File: config.mk
export PLATFORM = sky130hd
export DESIGN_NAME = ledr_top
export DESIGN_NICKNAME = d
export VERILOG_FILES = /design/src/ledr_pkg.sv /design/src/ledr_top.sv
export SDC_FILE = /design/constraint.sdc
export NUM_CORES = 1
export LEC_CHECK = 0
export ABC_AREA = 1
export ABC_CLOCK_PERIOD_IN_PS = 13450
export BUFFER_PORTS_ARGS = -buffer_cell sky130_fd_sc_hd__buf_2
export CAP_MARGIN = 20
export CELL_PAD_IN_SITES_DETAIL_PLACEMENT = 0
export CELL_PAD_IN_SITES_GLOBAL_PLACEMENT = 1
export CORE_MARGIN = 5
export CORE_UTILIZATION = 40
export DETAILED_ROUTE_END_ITERATION = 7
export PLACE_DENSITY = 0.86
export SETUP_SLACK_MARGIN = 0.2
export SKIP_CTS_REPAIR_TIMING = 1
export SYNTH_ARGS = -nofsm -noshare
export SYNTH_HDL_FRONTEND = slang
export SYNTH_SLANG_ARGS = --single-unit
File: constraint.sdc
create_clock -name i_clk -period 13.45 [get_ports i_clk]
set_input_delay 1.345 -clock i_clk [delete_from_list [all_inputs] [get_ports i_clk]]
set_output_delay 1.345 -clock i_clk [all_outputs]
set_load 0.005 [all_outputs]
File: src/ledr_pkg.sv
// Purpose: constants and carriers for the leading edge detect block
// Assumes: APB register access, 32-bit data, word per register
// Notes:   register index times four gives the byte address
package ledr_pkg;
  // register indices (byte address = index * 4)
  localparam logic [15:0] IDX_THRESH = 16'h0000;
  localparam logic [15:0] IDX_CFG1   = 16'h0806;
  localparam logic [15:0] IDX_PPINDX = 16'h1000;
  localparam logic [15:0] IDX_PPAMPL = 16'h1002;
  localparam logic [15:0] IDX_ANTD   = 16'h1804;
  localparam logic [15:0] IDX_CFG2   = 16'h1806;
  localparam logic [15:0] IDX_REPC   = 16'h2804;
  localparam logic [15:0] IDX_STATUS = 16'h3000;
  // config one field positions and reset
  localparam int          NTM_LSB    = 0;
  localparam int          NTM_MSB    = 4;
  localparam int          PEAK_NOISE_MULTIPLIER_LSB  = 5;
  localparam int          PEAK_NOISE_MULTIPLIER_MSB  = 7;
  localparam logic [7:0]  CFG1_RST   = 8'h6C;
  localparam logic [15:0] ANTD_RST   = 16'h0000;
  localparam logic [15:0] CFG2_RST   = 16'h0000;
  localparam logic [15:0] REPC_RST   = 16'h0000;
  // one accumulator tap is 64 system-time units (1.0016 ns)
  localparam int          TAP_SHIFT  = 6;
  localparam int          TS_W       = 40;

  typedef struct packed {
    logic        valid;
    logic        last;
    logic [15:0] mag;
  } ledr_sample_t;

  typedef struct packed {
    logic        found;
    logic [15:0] first_idx;
    logic [15:0] first_amp;
    logic [15:0] threshold;
  } ledr_diag_t;

  typedef enum logic [2:0] {
    ST_IDLE = 3'b001,
    ST_SCAN = 3'b010,
    ST_FIN  = 3'b100
  } ledr_state_t;
endpackage

File: src/ledr_top.sv
// Purpose: leading edge detection with APB register file
// Assumes: accumulator taps streamed in after reception, one per valid
// Notes:   APB answers with one wait state; pslverr on unmapped index
// Operation
// [RQ1] scan accumulator taps after reception to find the first path
// [RQ2] compute receive timestamp from first path and output it
// [RQ3] output diagnostics derived from the accumulator analysis
// [RQ4] host writes only defined byte locations of the register file
// [RQ5] first path threshold is noise level times 5-bit multiplier, reset 12
// [RQ6] host may set noise multiplier to 13 for close line-of-sight work
// [RQ7] noise peak raised by 3-bit multiplier over two, reset 3 meaning 1.5
// [RQ8] host writes config one one byte per access only
// [RQ9] record 16-bit index of largest magnitude tap, read only
// [RQ10] record 16-bit magnitude at that peak index, read only
// [RQ11] hold 16-bit read-write receive antenna delay
// [RQ12] antenna delay unit is system time, about 15.65 ps per bit
// [RQ13] subtract antenna delay from raw timestamp
// [RQ14] also correct timestamp for first path position
// [RQ15] results update only when analysis ends and hold until the next
//
// Design decision made here: register access over APB.
module ledr_top
  import ledr_pkg::*;
(
  input  wire logic            i_clk,
  input  wire logic            i_sys_rst,
  input  wire logic            i_psel,
  input  wire logic            i_penable,
  input  wire logic            i_pwrite,
  input  wire logic [17:0]     i_paddr,
  input  wire logic [31:0]     i_pwdata,
  input  wire logic [3:0]      i_pstrb,
  output logic      [31:0]     o_prdata,
  output logic                 o_pready,
  output logic                 o_pslverr,
  input  wire logic            i_rx_start,
  input  wire logic [15:0]     i_noise_level,
  input  wire logic [15:0]     i_noise_peak,
  input  wire logic [TS_W-1:0] i_raw_ts,
  input  wire ledr_sample_t    i_sample,
  output logic      [TS_W-1:0] o_rx_stamp,
  output ledr_diag_t           o_diag,
  output logic                 o_done,
  output logic                 o_busy
);
  ledr_state_t      state_reg;
  ledr_state_t      state_next;
  logic [7:0]       cfg1_reg;
  logic [15:0]      antd_reg;
  logic [15:0]      cfg2_reg;
  logic [15:0]      repc_reg;
  logic [15:0]      ppindx_reg;
  logic [15:0]      ppampl_reg;
  logic [20:0]      thresh_reg;
  logic [TS_W-1:0]  raw_reg;
  logic [15:0]      cnt_reg;
  logic [15:0]      pidx_run_reg;
  logic [15:0]      pamp_run_reg;
  logic [15:0]      fidx_reg;
  logic [15:0]      famp_reg;
  logic             found_reg;

  // apb decode
  wire [15:0] addr_idx  = i_paddr[17:2];
  wire        acc_ph    = i_psel & i_penable;
  wire        xfer      = acc_ph & o_pready;
  wire        hit_thr   = addr_idx == IDX_THRESH;
  wire        hit_cfg1  = addr_idx == IDX_CFG1;
  wire        hit_pidx  = addr_idx == IDX_PPINDX;
  wire        hit_pamp  = addr_idx == IDX_PPAMPL;
  wire        hit_antd  = addr_idx == IDX_ANTD;
  wire        hit_cfg2  = addr_idx == IDX_CFG2;
  wire        hit_repc  = addr_idx == IDX_REPC;
  wire        hit_stat  = addr_idx == IDX_STATUS;
  wire        mapped    = hit_thr | hit_cfg1 | hit_pidx | hit_pamp |
                          hit_antd | hit_cfg2 | hit_repc | hit_stat;
  wire        wr_ok     = xfer & i_pwrite;
  // config one takes only its own byte lane, one octet per write
  wire        wr_cfg1   = wr_ok & hit_cfg1 & i_pstrb[0]; // RQ8

  // threshold: larger of noise*ntm and noise peak*peak_noise_multiplier/2
  wire [4:0]  noise_threshold_multiplier       = cfg1_reg[NTM_MSB:NTM_LSB];
  wire [2:0]  peak_noise_multiplier     = cfg1_reg[PEAK_NOISE_MULTIPLIER_MSB:PEAK_NOISE_MULTIPLIER_LSB];
  wire [20:0] thr_noise = {5'h00, i_noise_level} * {16'h0000, noise_threshold_multiplier}; // RQ5
  wire [18:0] pk_prod   = {3'h0, i_noise_peak} * {16'h0000, peak_noise_multiplier};
  wire [20:0] thr_peak  = {3'h0, pk_prod[18:1]}; // RQ7
  wire [20:0] thr_calc  = (thr_noise > thr_peak) ? thr_noise : thr_peak;
  wire [15:0] thr_sat   = (|thresh_reg[20:16]) ? 16'hFFFF : thresh_reg[15:0];

  // tap scan terms
  wire        tap       = (state_reg == ST_SCAN) & i_sample.valid;
  wire        new_peak  = tap & (i_sample.mag > pamp_run_reg);
  wire        crossing  = tap & ~found_reg & ({5'h00, i_sample.mag} > thresh_reg);
  wire [15:0] pidx_fin  = new_peak ? cnt_reg : pidx_run_reg;
  wire [15:0] fidx_sel  = found_reg ? fidx_reg : pidx_run_reg;
  wire [15:0] famp_sel  = found_reg ? famp_reg : pamp_run_reg;
  wire [15:0] fp_delta  = pidx_run_reg - fidx_sel;
  // unit of antd and stamp is 1/(499.2 MHz*128) ~ 15.65 ps
  wire [TS_W-1:0] antd_ext  = {{(TS_W-16){1'b0}}, antd_reg}; // RQ12
  wire [TS_W-1:0] fp_corr   = {{(TS_W-16-TAP_SHIFT){1'b0}}, fp_delta, {TAP_SHIFT{1'b0}}};
  wire [TS_W-1:0] stamp_val = raw_reg - antd_ext - fp_corr; // RQ13 RQ14

  // read mux
  wire [31:0] rd_val =
    hit_thr  ? {16'h0000, thr_sat} :
    hit_cfg1 ? {24'h000000, cfg1_reg} :
    hit_pidx ? {16'h0000, ppindx_reg} :
    hit_pamp ? {16'h0000, ppampl_reg} :
    hit_antd ? {16'h0000, antd_reg} :
    hit_cfg2 ? {16'h0000, cfg2_reg} :
    hit_repc ? {16'h0000, repc_reg} :
    hit_stat ? {14'h0000, found_reg, o_busy, fidx_reg} : 32'h0000_0000;

  // lane merge for 16-bit writable registers
  function automatic logic [15:0] merge16(input logic [15:0] old,
                                          input logic [31:0] wd,
                                          input logic [3:0]  st);
    merge16 = {st[1] ? wd[15:8] : old[15:8], st[0] ? wd[7:0] : old[7:0]};
  endfunction

  // apb handshake: one wait state, registered answer
  always_ff @(posedge i_clk or posedge i_sys_rst) begin
    if (i_sys_rst) begin
      o_pready  <= 1'b0;
      o_pslverr <= 1'b0;
      o_prdata  <= 32'h0000_0000;
    end else begin
      o_pready  <= acc_ph & ~o_pready;
      o_pslverr <= acc_ph & ~o_pready & ~mapped;
      o_prdata  <= (acc_ph & ~o_pready & ~i_pwrite) ? rd_val : 32'h0000_0000;
    end
  end

  // writable configuration; read-only indices ignore writes
  always_ff @(posedge i_clk or posedge i_sys_rst) begin
    if (i_sys_rst) begin
      cfg1_reg <= CFG1_RST; // RQ5 RQ7
      antd_reg <= ANTD_RST;
      cfg2_reg <= CFG2_RST;
      repc_reg <= REPC_RST;
    end else begin
      if (wr_cfg1) cfg1_reg <= i_pwdata[7:0];
      if (wr_ok & hit_antd) antd_reg <= merge16(antd_reg, i_pwdata, i_pstrb); // RQ11
      if (wr_ok & hit_cfg2) cfg2_reg <= merge16(cfg2_reg, i_pwdata, i_pstrb);
      if (wr_ok & hit_repc) repc_reg <= merge16(repc_reg, i_pwdata, i_pstrb);
    end
  end

  // analysis sequencer
  always_comb begin
    state_next = state_reg;
    unique case (state_reg)
      ST_IDLE: if (i_rx_start) state_next = ST_SCAN;
      ST_SCAN: if (tap & i_sample.last) state_next = ST_FIN; // RQ1
      ST_FIN:  state_next = ST_IDLE;
    endcase
  end

  always_ff @(posedge i_clk or posedge i_sys_rst) begin
    if (i_sys_rst) state_reg <= ST_IDLE;
    else state_reg <= state_next;
  end

  // running scan: peak search and first threshold crossing
  always_ff @(posedge i_clk or posedge i_sys_rst) begin
    if (i_sys_rst) begin
      thresh_reg   <= 21'h000000;
      raw_reg      <= {TS_W{1'b0}};
      cnt_reg      <= 16'h0000;
      pidx_run_reg <= 16'h0000;
      pamp_run_reg <= 16'h0000;
      fidx_reg     <= 16'h0000;
      famp_reg     <= 16'h0000;
      found_reg    <= 1'b0;
    end else if (state_reg == ST_IDLE && i_rx_start) begin
      thresh_reg   <= thr_calc; // RQ5 RQ7
      raw_reg      <= i_raw_ts;
      cnt_reg      <= 16'h0000;
      pidx_run_reg <= 16'h0000;
      pamp_run_reg <= 16'h0000;
      found_reg    <= 1'b0;
    end else if (tap) begin
      cnt_reg <= cnt_reg + 16'h0001;
      if (new_peak) begin
        pidx_run_reg <= pidx_fin; // RQ9
        pamp_run_reg <= i_sample.mag; // RQ10
      end
      if (crossing) begin
        found_reg <= 1'b1; // RQ1
        fidx_reg  <= cnt_reg;
        famp_reg  <= i_sample.mag;
      end
    end
  end

  // results published once per frame at end of analysis
  always_ff @(posedge i_clk or posedge i_sys_rst) begin
    if (i_sys_rst) begin
      ppindx_reg <= 16'h0000;
      ppampl_reg <= 16'h0000;
      o_rx_stamp <= {TS_W{1'b0}};
      o_diag     <= '0;
      o_done     <= 1'b0;
      o_busy     <= 1'b0;
    end else begin
      o_done <= state_reg == ST_FIN;
      o_busy <= state_next != ST_IDLE;
      if (state_reg == ST_FIN) begin
        ppindx_reg <= pidx_run_reg; // RQ9 RQ15
        ppampl_reg <= pamp_run_reg; // RQ10
        o_rx_stamp <= stamp_val; // RQ2
        o_diag     <= '{found: found_reg, first_idx: fidx_sel,
                        first_amp: famp_sel, threshold: thr_sat}; // RQ3
      end
    end
  end

  // checks
  a_ready_pulse: assert property (@(posedge i_clk) disable iff (i_sys_rst)
    o_pready |=> !o_pready)
    else $error("pready held longer than one cycle");
  a_ready_wait: assert property (@(posedge i_clk) disable iff (i_sys_rst)
    (i_psel && i_penable && !o_pready) |=> o_pready)
    else $error("pready not given after one wait state");
  a_thresh_load: assert property (@(posedge i_clk) disable iff (i_sys_rst) // RQ5
    (state_reg == ST_IDLE && i_rx_start) |=> thresh_reg == $past(thr_calc))
    else $error("threshold not loaded from multipliers");
  a_cfg1_lane: assert property (@(posedge i_clk) disable iff (i_sys_rst) // RQ8
    (wr_ok && hit_cfg1 && !i_pstrb[0]) |=> $stable(cfg1_reg))
    else $error("config one changed without its byte lane");
  a_peak_track: assert property (@(posedge i_clk) disable iff (i_sys_rst) // RQ10
    new_peak |=> (pamp_run_reg == $past(i_sample.mag)) &&
                 (pidx_run_reg == $past(cnt_reg)))
    else $error("peak tracker missed a larger tap");
  a_result_hold: assert property (@(posedge i_clk) disable iff (i_sys_rst) // RQ15
    (state_reg != ST_FIN) |=> $stable(ppindx_reg) && $stable(o_rx_stamp))
    else $error("results changed outside end of analysis");
  a_stamp_calc: assert property (@(posedge i_clk) disable iff (i_sys_rst) // RQ13
    (state_reg == ST_FIN) |=> o_rx_stamp == $past(raw_reg - antd_ext - fp_corr))
    else $error("adjusted stamp wrong");
  a_first_order: assert property (@(posedge i_clk) disable iff (i_sys_rst) // RQ14
    o_done |-> o_diag.first_idx <= ppindx_reg)
    else $error("first path after peak");
  a_done_pulse: assert property (@(posedge i_clk) disable iff (i_sys_rst) // RQ2
    o_done |=> !o_done ##1 !o_done)
    else $error("done not a single pulse");
  a_antd_write: assert property (@(posedge i_clk) disable iff (i_sys_rst) // RQ11
    (wr_ok && hit_antd && i_pstrb[1:0] == 2'b11) |=> antd_reg == $past(i_pwdata[15:0]))
    else $error("antenna delay write lost");

  // bus answer checks: refusals only ever ride on an answer cycle
  a_err_pair: assert property (@(posedge i_clk) disable iff (i_sys_rst) // RQ4
    o_pslverr |-> o_pready)
    else $error("error flagged outside an answer cycle");
  a_err_unmapped: assert property (@(posedge i_clk) disable iff (i_sys_rst) // RQ4
    (acc_ph && !o_pready && !mapped) |=> o_pslverr && (o_prdata == 32'h0000_0000))
    else $error("reserved location not refused");

  // register file checks: writes land only where they belong
  a_cfg1_write: assert property (@(posedge i_clk) disable iff (i_sys_rst) // RQ5
    wr_cfg1 |=> cfg1_reg == $past(i_pwdata[7:0]))
    else $error("config one byte write lost");
  a_antd_hold: assert property (@(posedge i_clk) disable iff (i_sys_rst) // RQ11
    !(wr_ok && hit_antd) |=> $stable(antd_reg))
    else $error("antenna delay changed without a write");
  a_ro_index: assert property (@(posedge i_clk) disable iff (i_sys_rst) // RQ9
    (wr_ok && hit_pidx && state_reg != ST_FIN) |=> $stable(ppindx_reg))
    else $error("peak index register took a write");
  a_ro_amp: assert property (@(posedge i_clk) disable iff (i_sys_rst) // RQ10
    (wr_ok && hit_pamp && state_reg != ST_FIN) |=> $stable(ppampl_reg))
    else $error("peak amplitude register took a write");

  // scan checks: capture at start, tap counting, peak and crossing search
  a_raw_capture: assert property (@(posedge i_clk) disable iff (i_sys_rst) // RQ2
    (state_reg == ST_IDLE && i_rx_start) |=> raw_reg == $past(i_raw_ts))
    else $error("raw stamp not captured at start");
  a_busy_start: assert property (@(posedge i_clk) disable iff (i_sys_rst) // RQ1
    (state_reg == ST_IDLE && i_rx_start) |=> o_busy && (state_reg == ST_SCAN))
    else $error("start not taken while idle");
  a_busy_scan: assert property (@(posedge i_clk) disable iff (i_sys_rst) // RQ1
    (state_reg == ST_SCAN) |-> o_busy)
    else $error("busy low during scan");
  a_tap_count: assert property (@(posedge i_clk) disable iff (i_sys_rst) // RQ9
    tap |=> cnt_reg == $past(cnt_reg) + 16'h0001)
    else $error("tap index not advanced");
  a_peak_max: assert property (@(posedge i_clk) disable iff (i_sys_rst) // RQ10
    tap |=> pamp_run_reg >= $past(i_sample.mag))
    else $error("running peak below a seen tap");
  a_first_cross: assert property (@(posedge i_clk) disable iff (i_sys_rst) // RQ1
    crossing |=> found_reg && (fidx_reg == $past(cnt_reg)))
    else $error("first crossing not recorded");
  a_found_above: assert property (@(posedge i_clk) disable iff (i_sys_rst) // RQ5
    found_reg |-> {5'h00, famp_reg} > thresh_reg)
    else $error("first path not above threshold");
  a_idle_ignore: assert property (@(posedge i_clk) disable iff (i_sys_rst) // RQ15
    (state_reg == ST_IDLE && !i_rx_start) |=> $stable(pamp_run_reg) && $stable(pidx_run_reg))
    else $error("scan state moved while idle");
  a_scan_end: assert property (@(posedge i_clk) disable iff (i_sys_rst) // RQ1
    (tap && i_sample.last) |=> (state_reg == ST_FIN) ##1 o_done)
    else $error("last tap did not end the scan");

  // result checks: published set is consistent
  a_done_idle: assert property (@(posedge i_clk) disable iff (i_sys_rst) // RQ15
    o_done |-> !o_busy)
    else $error("busy still high with done");
  a_first_amp: assert property (@(posedge i_clk) disable iff (i_sys_rst) // RQ3
    o_done |-> o_diag.first_amp <= ppampl_reg)
    else $error("first path amplitude above peak");
endmodule

# [After elaboration in Yosys (flattened, before gate mapping)]
# Cells that the tools add are included.
[classes] add_sub_neg=4 mul=2 order_cmp=3 eq_ne=11 n_mux=27 bitwise=28 reduce_logical=15
[op_table] op="16-bit two-way mux" count=11
[op_table] op="18-bit two-way mux" count=9
[op_table] op="16-bit by 13-bit equality test with 1-bit output, second input constant" count=4
[op_table] op="40-bit by 16-bit subtractor with 40-bit output" count=1
[op_table] op="40-bit by 22-bit subtractor with 40-bit output" count=1
[op_table] op="16-bit by 14-bit equality test with 1-bit output, second input constant" count=2
[op_table] op="16-bit by 21-bit greater-than comparator with 1-bit output" count=1
[op_table] op="21-bit by 18-bit greater-than comparator with 1-bit output" count=1
[op_table] op="16-bit by 5-bit multiplier with 21-bit output" count=1
[op_table] op="21-bit two-way mux" count=1
[op_table] op="16-bit by 3-bit multiplier with 19-bit output" count=1
[op_table] op="16-bit by 1-bit adder with 16-bit output, second input constant" count=1
[op_table] op="1-bit bitwise AND" count=16
[op_table] op="16-bit by 12-bit equality test with 1-bit output, second input constant" count=1
[op_table] op="16-bit greater-than comparator" count=1
[op_table] op="16-bit zero test" count=1
[op_table] op="2-bit AND reduction" count=8
[op_table] op="16-bit subtractor" count=1
[op_table] op="3-bit one-hot mux with 3 select lines" count=1
[op_table] op="1-bit OR" count=7
[op_table] op="3-bit two-way mux" count=2
[op_table] op="2-bit nonzero test" count=3
[op_table] op="1-bit inverter" count=5
[op_table] op="5-bit OR reduction" count=1
[op_table] op="other kinds (7)" count=9
[totals] ff_bits=344 inputBits=150 out_inout_bits=125 word_cells=118

# [Depth between registers and ports, before layout]
[depth] ltp_word=10 depth_mapped=34 mapped_depth_nobuf=31

# [Worst setup path after synthesis]
# Ideal clock, no wire load.
[synth_path] path_kind="input port to flip-flop" start="in i_noise_level[4]" end="reg thresh_reg[4]" setup_time_ps=117 arrival_ps=5518 required_ps=13333 slack_ps=7815 stages=27 n_path_buf=1 path_cell_list="nand2_1 -> inv_1 -> fa_1 -> fa_1 -> inv_1 -> fa_1 -> inv_1 -> ha_1 -> nand2_1 -> inv_1 -> a21oi_1 -> nand2_2 -> a21oi_1 -> xor2_1 -> inv_1 -> ha_1 -> a21oi_1 -> o21bai_1 -> a21oi_1 -> nand2_1 -> nand2_1 -> nand2_4 -> nor2_8 -> buf_8 -> nand3_1 -> nand3_1 -> nand2_1"
[synth_between] elab_chain_len=3
[synth_rtl] element="from (decl)" line="ledr_top.sv:37" source="input wire logic [15:0] i_noise_level,"
[synth_rtl] element="16-bit by 5-bit multiplier with 21-bit output *" line="ledr_top.sv:84" source="wire [20:0] thr_noise = {5'h00, i_noise_level} * {16'h0000, noise_threshold_multiplier};"
[synth_rtl] element="21-bit by 18-bit greater-than comparator with 1-bit output" line="ledr_top.sv:87" source="wire [20:0] thr_calc = (thr_noise > thr_peak) ? thr_noise : thr_peak;"
[synth_rtl] element="21-bit two-way mux *" line="ledr_top.sv:87"
[synth_rtl] element="to (signal assigned)" line="ledr_top.sv:176" source="thresh_reg <= thr_calc;"
[synth_rtl] element="to (decl)" line="ledr_top.sv:54" source="logic [20:0] thresh_reg;"
# Every way passes the cells marked *; elsewhere a longest branch is shown, timed or not.
# A chain may end at the register's enable or synchronous reset.

# [Worst setup path after layout]
[layout_path] start="reg found_reg" end="reg o_rx_stamp[34]"
[layout_between] elab_chain_len=3
[layout_rtl] element="from (decl)" line="ledr_top.sv:61" source="logic found_reg;"
[layout_rtl] element="from (signal assigned)" line="ledr_top.sv:174" source="found_reg <= 1'b0;"
[layout_rtl] element="from (signal assigned)" line="ledr_top.sv:181" source="found_reg <= 1'b0;"
[layout_rtl] element="from (signal assigned)" line="ledr_top.sv:189" source="found_reg <= 1'b1;"
[layout_rtl] element="16-bit two-way mux" line="ledr_top.sv:95" source="wire [15:0] fidx_sel = found_reg ? fidx_reg : pidx_run_reg;"
[layout_rtl] element="16-bit subtractor" line="ledr_top.sv:97" source="wire [15:0] fp_delta = pidx_run_reg - fidx_sel;"
[layout_rtl] element="40-bit by 22-bit subtractor with 40-bit output" line="ledr_top.sv:101" source="wire [TS_W-1:0] stamp_val = raw_reg - antd_ext - fp_corr;"
[layout_rtl] element="to (signal assigned)" line="ledr_top.sv:201" source="o_rx_stamp <= {TS_W{1'b0}};"
[layout_rtl] element="to (signal assigned)" line="ledr_top.sv:211" source="o_rx_stamp <= stamp_val;"
[layout_rtl] element="to (decl)" line="ledr_top.sv:41" source="output logic [TS_W-1:0] o_rx_stamp,"
# Every way passes these cells.

==> flow_summary_export.csv <==
group,metric,value,unit
status,status,"finished clean",
hold_path,hold_path.class,"flip-flop to flip-flop",
routing,viasPerCell,4.976,
cts,clockRootBuffer,"clkbuf_16",
sta,setup_violations,0,
cells_and_area,instances_no_fill,4051,
yosys,synth_top_flop_cell,"dfrtp_1",
die,rows,88,
yosys,seq_area_frac_synth,37.18,%
global_route,grt_pass1_vias,20060,
power,p_per_area,231.1,mW/mm^2
setup_path,worst-path-max-fanout,34,
routing,first_pass_iters,7,
setup_path,cpPeakStageDelay,730,ps
cells_and_area,final_nets,3623,
yosys,synthArstFlopShare,100.0,%
setup_path,slowest_stage,"o21ai_0",
die,ios,275,
flow_run,max-cap-violations,0,
die,dieArea,0.06284,sq mm
yosys,post-synth-top-count-cell,"nand2_1",
global_route,overflow,0,
yosys,synth.largest_area_cell,"dfrtp_1",
cts,cts.sinks,344,
hold_path,min_path_cells,2,
cts,cts_max_level,2,
setup_path,crit_family,"compound AO/OA/AOI/OAI gates",
global_route,grt_antenna_before_repair,3,
global_route,grt_pass1_wl,110.1,mm
die,start_util,40.24,%
power,ir_drop,256.4,uV
cells_and_area,largest_reg_flops,49,
setup_path,critPathBufInv,6,
setup_path,crit_cells,25,
cts,cts_tree,"built",
sta,tns,0,ps
placement,portBuffers,240,
setup_path,r2r_cells,25,
routing,vias,20160,
yosys,yosys_warnings,0,
cells_and_area,area_delta_synth_final,13.42,%
setup_path,crit_type,"flip-flop to flip-flop",
cts,ctsLongestPathBuffers,3,
die,die_h,250.7,um
setup_path,reg2reg_slack,7480,ps
yosys,yosys-top-cells-count,"822 x nand2_1, 490 x inv_1, 339 x dfrtp_1, 273 x o21ai_0, 186 x nor2_1",
sta,worst_pin_slew,1087,ps
setup_path,crit_top_cell,"o21ai_0",
sta,fmax,0.1675,GHz
sta,fin_crit_sh,44.39,%
yosys,syn_area,0.02317,sq mm
routing,ant_nets,0,
yosys,synth.area.top_cells,"dfrtp_1 37%, nand2_1 13%, ha_1 7.9%",
sta,slew_violations,0,
power,p_leak,13.89,nW
setup_path,regToRegEndpoint,"o_rx_stamp[34]",
yosys,synth_top_area_share,36.61,%
yosys,synth.distinct_cells,57,
sta,skew,34.49,ps
placement,dp_hpwl,54.43,mm
sta,timing.final.hold_violations,0,
cts,cts_made_buffers,39,
setup_path,worstPathRequired,13960,ps
sta,min_period,5971,ps
cells_and_area,drive_above_1_share,12.05,%
setup_path,cp-start-kind,"flip-flop",
routing,routed_wirelength,69.97,mm
cts,clk_latency,580,ps
yosys,ys_ff_latch,344,
yosys,syn_area_per_cell,7.564,sq um
setup_path,endpoint_kind,"flip-flop",
global_route,grt_use_total,21.98,%
global_route,grt_max_degree,126,
setup_path,endpoint,"o_rx_stamp[34]",
yosys,syn_inst,3063,
cts,clk_transition_reported_paths,60,ps
cells_and_area,fin_util,45.63,%
cells_and_area,fillers,5964,
sta,relSlewSlack,27.54,%
die,die_w,250.7,um
setup_path,critPathArrivalTime,6480,ps
yosys,synth_edf_count,0,
placement,finalWeightedCongestion,0.9215,
setup_path,reg2reg_from,"found_reg",
setup_path,cp-startpoint,"found_reg",
cells_and_area,final_cell_area,0.02628,sq mm
placement,dpl_cell_area,0.02497,sq mm
sta,rsz0062_at_grt,"false",
die,core_area,0.05759,sq mm
routing,drt_iter0_drc,1354,
routing,drcViolationCount,0,
routing,wl_per_cell,17.27,um
placement,place_inst,3980,
[layer usage]
metal / share of wire, % / wire length [um] / global-route usage [%] / vias up
met5: 0.034 / 24 / 0 / -
met4: 3.9 / 2707 / 8.077 / 4
met3: 5.3 / 3710 / 3.510 / 106
met2: 49 / 34540 / 38.53 / 433
met1: 41 / 28980 / 27.40 / 9499
li1: - / - / - / 10120
[cell type report]
type	count	area (sq um)	share of cell area (%)
Clock buffer	59	1162	4.423
Clock inverter	10	117.6	0.4476
Tap cell	765	957.2	3.642
Sequential cell	344	8615	32.78
Antenna cell	1	2.502	0.009522
Inverter	506	1907	7.256
Timing Repair Buffer	254	1326	5.047
Multi-Input combinational cell	2112	12190	46.39
[cell usage in the layout, fill, tap and decap left out, drive strengths merged, types with 18 or more instances in the layout]
cell type / instances
a21oi: 124
a31oi: 55
buf: 254
clkbuf: 59
dfrtp: 339
fa: 69
ha: 147
inv: 503
nand2: 841
nand3: 145
nand4: 33
nor2: 194
nor3: 34
o21ai: 300
o21bai: 18
o22ai: 27
xnor2: 21
xor2: 30
[kinds of logic (layout without fill, tap and decap cells)]
kind of cell	Yosys count	in the layout	synth area share [%]
xor+xnor	51	51	1.928
flops	344	344	37.18
compound gates	551	551	12.90
buf+inv	620	829	10.52
simple gates	1280	1280	23.56
other cells	1	15	0.01618
fa+ha+maj	216	216	13.90
[worst register-to-register path, stage by stage, from the launching register on]
cell      delay [ps]
dfrtp_1          320
buf_4            350
clkinv_1         160
buf_4            280
o21ai_0          760
ha_1             370
nand3_1           80
nand2_1           90
a21oi_1          260
o21ai_0          170
a21boi_0         310
o21ai_0          150
xnor2_1          220
inv_1             70
ha_1             270
inv_1             40
ha_1             370
a21oi_1          250
inv_1             60
a31oi_1          360
o21bai_1         150
a21oi_1          300
nand2_1          170
o21ai_0          180
nand3_1          100
nand2_1           80
[where the power goes]
part,switching (mW),internal [mW]
clock network,0.439,0.635
logic,2.22,1.22
registers,0.215,1.35
total,2.87,3.20
[stage by stage]
stage	power [mW]	hold slack (ps)	setup slack (ps)
after detailed placement	4.997	452.9	7074
after CTS	6.094	467.6	7439
after global placement	4.963	448.6	7089
after global routing	6.649	498.7	6965
final	6.073	462.9	7479
after floorplan	3.940	433.6	2577
[worst min path at each step]
| stage | end | start | slack (ps) |
|---|---|---|---|
| 2_1_floorplan | cnt_reg[5] | cnt_reg[5] | 430 |
| 3_3_place_gp | cnt_reg[5] | cnt_reg[5] | 450 |
| 3_5_place_dp | o_diag[32] | o_diag[32] | 450 |
| 4_1_cts | o_diag[32] | o_diag[32] | 470 |
| 5_1_grt | cfg2_reg[1] | cfg2_reg[1] | 500 |
| 6_report | o_diag[32] | o_diag[32] | 460 |
(Power assumes the default switching activity.)
